**config.mk**
```make
export PLATFORM = sky130hd
export DESIGN_NAME = pth_threshold_regs
export DESIGN_NICKNAME = d
export VERILOG_FILES = /design/src/pth_pkg.sv /design/src/pth_byte_mem.sv /design/src/pth_threshold_regs.sv
export SDC_FILE = /design/constraint.sdc
export NUM_CORES = 1
export LEC_CHECK = 0
export ABC_AREA = 1
export BUFFER_PORTS_ARGS = -buffer_cell sky130_fd_sc_hd__buf_2
export CORE_MARGIN = 5
export CORE_UTILIZATION = 48
export CTS_CLUSTER_DIAMETER = 80
export DETAILED_ROUTE_END_ITERATION = 6
export PLACE_DENSITY = 0.74
export RECOVER_POWER = 25
export SETUP_SLACK_MARGIN = 0.4
export SLEW_MARGIN = 20
export SYNTH_ARGS = -nofsm -noshare
export SYNTH_HDL_FRONTEND = slang
export SYNTH_SLANG_ARGS = --single-unit
```
**constraint.sdc**
```tcl
create_clock -name clk -period 1.37 [get_ports clk]
set_clock_uncertainty 0.1 [all_clocks]
set_input_delay 0.274 -clock clk [delete_from_list [all_inputs] [get_ports clk]]
set_output_delay 0.274 -clock clk [all_outputs]
set_load 0.02 [all_outputs]
```
**src/pth_pkg.sv**
```systemverilog
// package: register map, reset values and record types of the proximity threshold bank
package pth_pkg;
  localparam logic [7:0] ADDR_CHAN2_LOW  = 8'h13;
  localparam logic [7:0] ADDR_CHAN2_HIGH = 8'h14;
  localparam logic [7:0] ADDR_CHAN3_LOW  = 8'h15;
  localparam logic [7:0] ADDR_CHAN3_HIGH = 8'h16;
  localparam logic [7:0] RESET_BYTE      = 8'h00;
  localparam logic [7:0] READ_UNMAPPED   = 8'h00;
  localparam int         NUM_BYTES       = 4;
  localparam int         IDX_W           = 2;
  localparam logic [7:0] REV_COMPRESSED_MAX = 8'h01;   // revisions at or below use compressed form

  // host register access, one byte per strobe
  typedef struct packed {
    logic       wr_en;
    logic       rd_en;
    logic [7:0] addr;
    logic [7:0] wdata;
  } pth_reg_req_type;

  // one measurement result from the sequencer
  typedef struct packed {
    logic        valid;
    logic        chan3;
    logic [15:0] value;
  } pth_meas_type;
endpackage

```
**src/pth_byte_mem.sv**
```systemverilog
// file: four-byte register memory holding the threshold bytes, registered read port
`timescale 1ns/100ps
module pth_byte_mem (
  input  wire logic                       clk,      // system clock
  input  wire logic                       reset_n,  // async reset, active low
  input  wire logic                       wr_en,    // write strobe
  input  wire logic [pth_pkg::IDX_W-1:0]  wr_idx,   // write index
  input  wire logic [7:0]                 wr_data,  // write byte
  input  wire logic [pth_pkg::IDX_W-1:0]  rd_idx,   // read index
  output logic      [7:0]                 rd_data,  // registered read byte
  output logic      [8*pth_pkg::NUM_BYTES-1:0] all_bytes // live contents
);
  logic [7:0] mem_r [pth_pkg::NUM_BYTES];

  // byte storage, each byte written on its own
  always_ff @(posedge clk or negedge reset_n) begin
    if (!reset_n) begin
      for (int i = 0; i < pth_pkg::NUM_BYTES; i++) mem_r[i] <= pth_pkg::RESET_BYTE;
    end else if (wr_en) begin
      mem_r[wr_idx] <= wr_data;
    end
  end

  // registered read port
  always_ff @(posedge clk or negedge reset_n) begin
    if (!reset_n) begin
      rd_data <= pth_pkg::RESET_BYTE;
    end else begin
      rd_data <= mem_r[rd_idx];
    end
  end

  // flat view for the comparators
  always_comb begin
    for (int i = 0; i < pth_pkg::NUM_BYTES; i++) all_bytes[8*i +: 8] = mem_r[i];
  end
endmodule

```
**src/pth_threshold_regs.sv**
```systemverilog
// file: proximity channel 2/3 threshold registers and autonomous compare
`timescale 1ns/100ps
// Summary of operation
// - channel 2 threshold 16 bits at 0x13/0x14
// - compare channel 2 results, flag interrupt
// - channel 3 threshold, low byte at 0x15
// - compare channel 3 results, flag interrupt
// - bytes take effect singly, not atomic
// - bytes read/write, reset to zero
// - early revisions: 8-bit compressed channel 2 threshold
module pth_threshold_regs #(
  parameter logic [7:0] SILICON_REV = 8'h05   // arbitrary revision code
) (
  input  wire logic                     clk,         // 100 MHz system clock
  input  wire logic                     reset_n,     // async reset, active low
  input  wire pth_pkg::pth_reg_req_type reg_req,     // host byte access
  input  wire pth_pkg::pth_meas_type    meas,        // measurement result
  output logic      [7:0]               reg_rdata,   // read byte
  output logic                          reg_rvalid,  // read data valid pulse
  output logic                          chan2_above, // channel 2 over threshold pulse
  output logic                          chan3_above, // channel 3 over threshold pulse
  output logic      [15:0]              chan2_thresh,// effective channel 2 threshold
  output logic      [15:0]              chan3_thresh // effective channel 3 threshold
);
  // byte index from register address
  function automatic logic [pth_pkg::IDX_W-1:0] addr_idx(input logic [7:0] a);
    logic [7:0] d;
    d = a - pth_pkg::ADDR_CHAN2_LOW;
    return d[pth_pkg::IDX_W-1:0];
  endfunction

  // compressed 8-bit to 16-bit: upper nibble exponent, lower mantissa
  function automatic logic [15:0] expand(input logic [7:0] c);
    logic [19:0] m;
    m = {16'h0000, c[3:0]} << c[7:4];
    return m[15:0];
  endfunction

  logic [31:0]               bytes_w;
  logic [7:0]                rd_byte_w;
  logic [7:0]                rd_sel_w;
  logic                      hit_w;
  logic                      wr_hit_w;
  logic [pth_pkg::IDX_W-1:0] idx_w;
  logic                      rd_hit_r;
  logic                      rd_pend_r;
  logic [15:0]               th2_w;
  logic [15:0]               th3_w;
  logic                      compressed_w;

  // address decode for the mapped bytes; one index serves write and read
  assign hit_w = (reg_req.addr >= pth_pkg::ADDR_CHAN2_LOW) && (reg_req.addr <= pth_pkg::ADDR_CHAN3_HIGH);
  assign idx_w = addr_idx(reg_req.addr);
  assign wr_hit_w = reg_req.wr_en & hit_w;
  assign compressed_w = (SILICON_REV <= pth_pkg::REV_COMPRESSED_MAX);

  // storage; each byte write takes effect alone
  pth_byte_mem u_mem (
    .clk       (clk),
    .reset_n   (reset_n),
    .wr_en     (wr_hit_w),
    .wr_idx    (idx_w),
    .wr_data   (reg_req.wdata),
    .rd_idx    (idx_w),
    .rd_data   (rd_byte_w),
    .all_bytes (bytes_w)
  );

  // assemble thresholds, compressed form on early silicon
  assign th2_w = compressed_w ? expand(bytes_w[7:0]) : bytes_w[15:0];
  assign th3_w = bytes_w[31:16];

  // read pipeline: memory output one cycle after request, no side effects
  always_ff @(posedge clk or negedge reset_n) begin
    if (!reset_n) begin
      rd_pend_r <= 1'b0;
      rd_hit_r  <= 1'b0;
    end else begin
      rd_pend_r <= reg_req.rd_en;
      rd_hit_r  <= hit_w;
    end
  end

  // stored byte, or zero for an unmapped address
  assign rd_sel_w = rd_hit_r ? rd_byte_w : pth_pkg::READ_UNMAPPED;

  // registered read answer, two cycles after request
  always_ff @(posedge clk or negedge reset_n) begin
    if (!reset_n) begin
      reg_rdata  <= pth_pkg::RESET_BYTE;
      reg_rvalid <= 1'b0;
    end else begin
      reg_rvalid <= rd_pend_r;
      if (rd_pend_r) reg_rdata <= rd_sel_w;
    end
  end

  // autonomous compares against current bytes
  always_ff @(posedge clk or negedge reset_n) begin
    if (!reset_n) begin
      chan2_above  <= 1'b0;
      chan3_above  <= 1'b0;
      chan2_thresh <= 16'h0000;
      chan3_thresh <= 16'h0000;
    end else begin
      chan2_above  <= meas.valid & ~meas.chan3 & (meas.value > th2_w);
      chan3_above  <= meas.valid & meas.chan3 & (meas.value > th3_w);
      chan2_thresh <= th2_w;
      chan3_thresh <= th3_w;
    end
  end

  // assertions on the compare, write and read paths
  property p_chan2_cmp;
    @(posedge clk) disable iff (!reset_n)
      (meas.valid && !meas.chan3 && meas.value > th2_w) |=> chan2_above;
  endproperty
  a_chan2_cmp: assert property (p_chan2_cmp) else $error("channel 2 compare missed");

  property p_chan3_cmp;
    @(posedge clk) disable iff (!reset_n)
      (meas.valid && meas.chan3 && meas.value > th3_w) |=> chan3_above;
  endproperty
  a_chan3_cmp: assert property (p_chan3_cmp) else $error("channel 3 compare missed");

  property p_no_false;
    @(posedge clk) disable iff (!reset_n)
      !meas.valid |=> !chan2_above && !chan3_above;
  endproperty
  a_no_false: assert property (p_no_false) else $error("compare flag without result");

  property p_low_write;
    @(posedge clk) disable iff (!reset_n)
      (reg_req.wr_en && reg_req.addr == pth_pkg::ADDR_CHAN3_LOW) |=> ##1 chan3_thresh[7:0] == $past(reg_req.wdata, 2);
  endproperty
  a_low_write: assert property (p_low_write) else $error("channel 3 low byte not applied");

  property p_single_byte;
    @(posedge clk) disable iff (!reset_n || compressed_w)
      (reg_req.wr_en && reg_req.addr == pth_pkg::ADDR_CHAN2_LOW) |=> ##1 chan2_thresh[15:8] == $past(chan2_thresh[15:8]);
  endproperty
  a_single_byte: assert property (p_single_byte) else $error("high byte changed by low write");

  property p_high_write;
    @(posedge clk) disable iff (!reset_n || compressed_w)
      (reg_req.wr_en && reg_req.addr == pth_pkg::ADDR_CHAN2_HIGH) |=> ##1 chan2_thresh[15:8] == $past(reg_req.wdata, 2);
  endproperty
  a_high_write: assert property (p_high_write) else $error("channel 2 high byte not applied");

  property p_readback;
    @(posedge clk) disable iff (!reset_n)
      (reg_req.wr_en && reg_req.addr == pth_pkg::ADDR_CHAN2_LOW) ##1
      (reg_req.rd_en && reg_req.addr == pth_pkg::ADDR_CHAN2_LOW && !reg_req.wr_en)
      |-> ##2 reg_rvalid && reg_rdata == $past(reg_req.wdata, 3);
  endproperty
  a_readback: assert property (p_readback) else $error("readback mismatch");

  property p_rvalid_timing;
    @(posedge clk) disable iff (!reset_n)
      reg_req.rd_en |-> ##2 reg_rvalid;
  endproperty
  a_rvalid_timing: assert property (p_rvalid_timing) else $error("read answer late");

  property p_compressed;
    @(posedge clk) disable iff (!reset_n || !compressed_w)
      1'b1 |=> chan2_thresh == expand($past(bytes_w[7:0]));
  endproperty
  a_compressed: assert property (p_compressed) else $error("compressed threshold wrong");

  // a result at or below its threshold raises nothing
  property p_chan2_strict;
    @(posedge clk) disable iff (!reset_n)
      (meas.valid && !meas.chan3 && meas.value <= th2_w) |=> !chan2_above;
  endproperty
  a_chan2_strict: assert property (p_chan2_strict) else $error("channel 2 flag at or below threshold");

  property p_chan3_strict;
    @(posedge clk) disable iff (!reset_n)
      (meas.valid && meas.chan3 && meas.value <= th3_w) |=> !chan3_above;
  endproperty
  a_chan3_strict: assert property (p_chan3_strict) else $error("channel 3 flag at or below threshold");

  // each result raises only the flag of its own channel
  property p_chan2_route;
    @(posedge clk) disable iff (!reset_n)
      (meas.valid && meas.chan3) |=> !chan2_above;
  endproperty
  a_chan2_route: assert property (p_chan2_route) else $error("channel 2 flag from channel 3 result");

  property p_chan3_route;
    @(posedge clk) disable iff (!reset_n)
      (meas.valid && !meas.chan3) |=> !chan3_above;
  endproperty
  a_chan3_route: assert property (p_chan3_route) else $error("channel 3 flag from channel 2 result");

  // channel 2 low byte lands on full-width silicon
  property p_low2_write;
    @(posedge clk) disable iff (!reset_n || compressed_w)
      (reg_req.wr_en && reg_req.addr == pth_pkg::ADDR_CHAN2_LOW) |=> ##1 chan2_thresh[7:0] == $past(reg_req.wdata, 2);
  endproperty
  a_low2_write: assert property (p_low2_write) else $error("channel 2 low byte not applied");

  // a read answer comes only for a read, unmapped bytes read zero
  property p_rvalid_only;
    @(posedge clk) disable iff (!reset_n)
      !reg_req.rd_en |-> ##2 !reg_rvalid;
  endproperty
  a_rvalid_only: assert property (p_rvalid_only) else $error("read answer without request");

  property p_unmapped;
    @(posedge clk) disable iff (!reset_n)
      (reg_req.rd_en && !hit_w) |-> ##2 reg_rdata == pth_pkg::READ_UNMAPPED;
  endproperty
  a_unmapped: assert property (p_unmapped) else $error("unmapped read not zero");

  // a read leaves both thresholds untouched
  property p_read_quiet;
    @(posedge clk) disable iff (!reset_n)
      (reg_req.rd_en && !reg_req.wr_en) |=> ##1 $stable(chan2_thresh) && $stable(chan3_thresh);
  endproperty
  a_read_quiet: assert property (p_read_quiet) else $error("read disturbed a threshold");

  c_chan2_hit: cover property (@(posedge clk) disable iff (!reset_n) chan2_above);
  c_chan3_hit: cover property (@(posedge clk) disable iff (!reset_n) chan3_above);
  c_read: cover property (@(posedge clk) disable iff (!reset_n) reg_rvalid && reg_rdata != 8'h00);
  c_back_to_back: cover property (@(posedge clk) disable iff (!reset_n) reg_req.wr_en ##1 reg_req.rd_en);
  c_compressed: cover property (@(posedge clk) disable iff (!reset_n) compressed_w && chan2_above);
endmodule

```
==> results.txt <==
----------------------------------------------------
[Worst setup path]
  Crit path capture type ... register
  Required @ worst endpoint ... 1.53 ns
  Timing startpoint of the critical path ... u_mem.all_bytes[4]$_DFFE_PN0P_
  Top fanout value on the critical path ... 2
  Worst path arrival time ... 1.82 ns
  Category of the critical setup timing path ... register to register
  Type of origin of the critical path ... register
  R2R Path Start ... u_mem.all_bytes[4]$_DFFE_PN0P_

[Synthesis]
  Leading cell types by count after synthesis ... sky130_fd_sc_hd__dfrtp_1 (85), sky130_fd_sc_hd__nand2_1 (78), sky130_fd_sc_hd__inv_1 (61)
  Biggest area consumer among synthesized cells ... sky130_fd_sc_hd__dfrtp_1
  Number of flops mapped to enable cells by yosys ... 0
  Main combinational cell family by area after synthesis ... compound AO/OA/AOI/OAI gates
  Main synth FF type ... sky130_fd_sc_hd__dfrtp_1
  Cell types occupying the most area after synthesis ... sky130_fd_sc_hd__dfrtp_1 (55%), sky130_fd_sc_hd__ha_1 (12%), sky130_fd_sc_hd__nand2_1 (7.6%)
  Most repeated cell in the gate-level netlist after synthesis ... sky130_fd_sc_hd__dfrtp_1
  Number of distinct standard cells referenced by the synthesized netlist ... 19
  Flop and latch count out of synthesis ... 85
  Portion of synthesized cell area occupied by the leading cell type ... 55.1%
  Mapped Nets ... 471
  Post-synthesis async set-or-reset flop share ... 100%
  Ys Warns ... 0
  Multiplexer share of the synthesized area ... 0%
  Xor and xnor area share after synthesis ... 0%
  Sequential-to-total area share from yosys stat ... approximately 55%
  Simple logic cell fraction of the synthesized area ... about 12%
  Compound-gate portion of the synthesized area ... approximately an eighth
  Number of standard cells after synthesis ... slightly below 400
  Area share of fa/ha/maj cells after synthesis ... 12.0%
  Netlist area before placement ... approximately 3900 um^2
  Synth Area per Inst ... 9.74 um^2

[Global route]
  Pin count of the biggest net entering global routing ... 37
  Total Routing Usage GR ... between 20 and 25%
  First-pass GRT wire length ... 18.6 mm
  Total congestion overflow ... 0
  Via count of the first global-routing pass ... 3,707
  Number of antenna violations at the first check in global routing ... 0

[Power and ir drop]
  Part of the total power dissipated in combinational logic ... approximately 22%
  Switching share of total power ... 29.7%
  Pwr/cell area ... ~910 nW/um^2
  Leak Pwr ... 2.95 nW
  Clock network fraction of design power ... 31.1%
  Sw Pwr ... between 0.0015 and 0.002 W
  Sequential power share ... 46.9%
  Maximum VDD drop ... roughly 0.53 mV
  Cell internal pwr ... between 0.004 and 0.005 W

[Detailed routing]
  Violation count after the first detailed-routing iteration ... 239
  Total via count after detailed routing ... between 3,000 and 4,000
  Number of iterations in the first detailed-routing pass ... 5
  Routed wire per std cell ... between 20 and 25 um
  Sum of routed wire length over all layers ... 14.3 mm
  Final routed DRC violation total ... 0
  Number of nets with antenna violations after routing ... 0
  Via density per instance ... approximately 5.6

[STA]
  Final setup violation count ... 26
  Tmin final ... around 1.7 ns
  Achievable clock frequency ... between 600 and 700 MHz
  Headroom to the max-slew limit ... roughly two thirds
  Final sum of negative setup slack ... -1.26 ns
  Final-layout worst hold slack ... ~0.053 ns
  Slew of the pin with the lowest slew margin ... between 0.5 and 0.6 ns
  RSZ-0062 raised after global routing ... true
  Worst Setup Slack, final ... -0.286 ns
  Number of endpoints with negative hold slack in the final report ... 0
  Ratio of final minimum period to clock period ... 121%
  Count of final max-slew check failures ... 0

[Worst hold path]
  Min-delay worst type ... input port to register
  Hold Path Origin ... meas[16]

[Finish]
  Fill cell total of the finished layout ... 407
  Filler-free cell count of the finished design ... between 600 and 700
  Footprint of the multi-input gates ... approximately 2100 um^2
  Share of final-layout standard cells stronger than drive strength 1 ... 51.2%
  Final layout net count ... approximately 640
  Combined flip-flop and latch cell area ... approximately 2100 um^2
  Inserted Diodes ... 0
  Final std cell area, no fill ... between 6000 and 7000 um^2
  Area added between synthesis and finish ... 64.3%

[Placed design]
  Number of cells in the design after placement ... approximately 600
  Place WS ... -0.336 ns
  Sum of net half-perimeters after detailed placement ... between 7 and 8 mm
  GPL Wtd Cong ... around 0.91
  Dpl cell area ... between 4000 and 5000 um^2
  Number of port buffers ... 80

[Clock tree]
  TritonCTS clock tree ... done
  Clock latency at the later pin of the worst-skew pair ... about 0.38 ns
  CTS clock-pin slew for the worst setup and hold paths ... 0.08 ns
  Buffers from clock root to sink, at most ... 2
  TritonCTS sink count ... between 80 and 90
  Clock buffers created by TritonCTS ... 9
  Master cell of the clock root buffer ... sky130_fd_sc_hd__clkbuf_8
  Number of levels the H-tree was split into ... 3

[Floorplan]
  Number of rows in the core area ... 32
  Area of the core ... 7770 um^2
  Count of boundary I/O pins ... between 80 and 90
  Overall die area ... ~9900 um^2
  Initial cell density of the core ... around half
  Chip height ... 99.7 um
  Die W ... 99.7 um

[Job]
  Number of maximum-capacitance violations ... 0

[Run status]
  Result of the run ... finished with violations
  Violated checks ... negative setup slack

----------------------------------------------------
## power groups by stage
stage	Clock, W	Sequential [W]	Combinational (W)
floorplan	0	0.00281	0.000359
global placement	0	0.00274	0.000782
detailed placement	0	0.00274	0.000817
CTS	0.00176	0.00271	0.00103
global route	0.00191	0.00272	0.00135
finish	0.00180	0.00271	0.00127
## critical path, cell delays in order (launching register included)
cell and delay (ns):
sky130_fd_sc_hd__dfrtp_1 0.37, sky130_fd_sc_hd__inv_2 0.08, sky130_fd_sc_hd__ha_4 0.29, sky130_fd_sc_hd__nand2_4 0.06
sky130_fd_sc_hd__nor2_4 0.12, sky130_fd_sc_hd__nand4_1 0.26, sky130_fd_sc_hd__o21ai_2 0.22, sky130_fd_sc_hd__a21oi_2 0.04
## per-stage QoR
stage / power, W / utilization (%)
4_1_cts: 0.00550 / 75.5
2_1_floorplan: 0.00317 / -
3_5_place_dp: 0.00356 / 61.9
3_3_place_gp: 0.00352 / 61.9
5_1_grt: 0.00599 / 81.6
6_report: 0.00578 / 81.6
## flip-flops by register name, indices dropped and copies added, names as in the netlist
register	cells
u_mem.rd_data	8
rd_pend_r	1
reg_rdata	8
chan3_thresh	16
chan2_thresh	16
reg_rvalid	1
chan2_above	1
u_mem.all_bytes	32
rd_hit_r	1
chan3_above	1
## final cells by class
cell class	instances	area share, %
multi-input combinational	240	33.8
clock inverter	4	0.770
clock buffer	11	2.23
timing repair inverter	1	0.257
timing repair buffer	164	23.4
inverter	61	4.01
tap	102	2.01
sequential	85	33.6
## layout by cell type (no fill, tap or decap), drive strengths merged, types with 5 or more instances in the layout
| cell type | count |
|---|---|
| a21oi | 36 |
| buf | 134 |
| clkbuf | 39 |
| clkinv | 5 |
| dfrtp | 85 |
| ha | 37 |
| inv | 60 |
| nand2 | 78 |
| nand3 | 14 |
| nor2 | 15 |
| o21ai | 54 |
## cells by family (layout without fill, tap and decap cells)
logic type,Yosys count,in the layout
and+or+nand+nor,110,110
adders and majority gates,37,37
DFF,85,85
buffers and inverters,71,241
AOI/OAI and AO/OA,93,93
## what timing repair did
action,4_1_cts,5_1_grt
pin swaps,27,31
hold endpoints to repair,86,0
setup endpoints to repair,93,127
resized for setup,193,110
cloned,4,1
hold buffers,2,0
buffers inserted,15,15
## final timing paths
path	end	slack [ns]	cells past startpoint
max	chan2_above$_DFF_PN0_	-0.29	7
min	chan2_above$_DFF_PN0_	0.05	4
max reg2reg	chan2_above$_DFF_PN0_	-0.29	7
min reg2reg	reg_rdata[5]$_DFFE_PN0P_	0.41	2
max in group asynchronous	u_mem.all_bytes[27]$_DFFE_PN0P_	0.29	3
min in group asynchronous	chan2_above$_DFF_PN0_	0.31	2
## routing by layer
layer  track usage [%]  routed length, um  vias up
met3              4.70                807       70
li1                  -                  -     1624
met1              29.2               5310     1834
met5                 0                  0        -
met2              41.9               7490      186
met4              11.4                702        0
No activity file was read; power rests on OpenSTA's default activity.
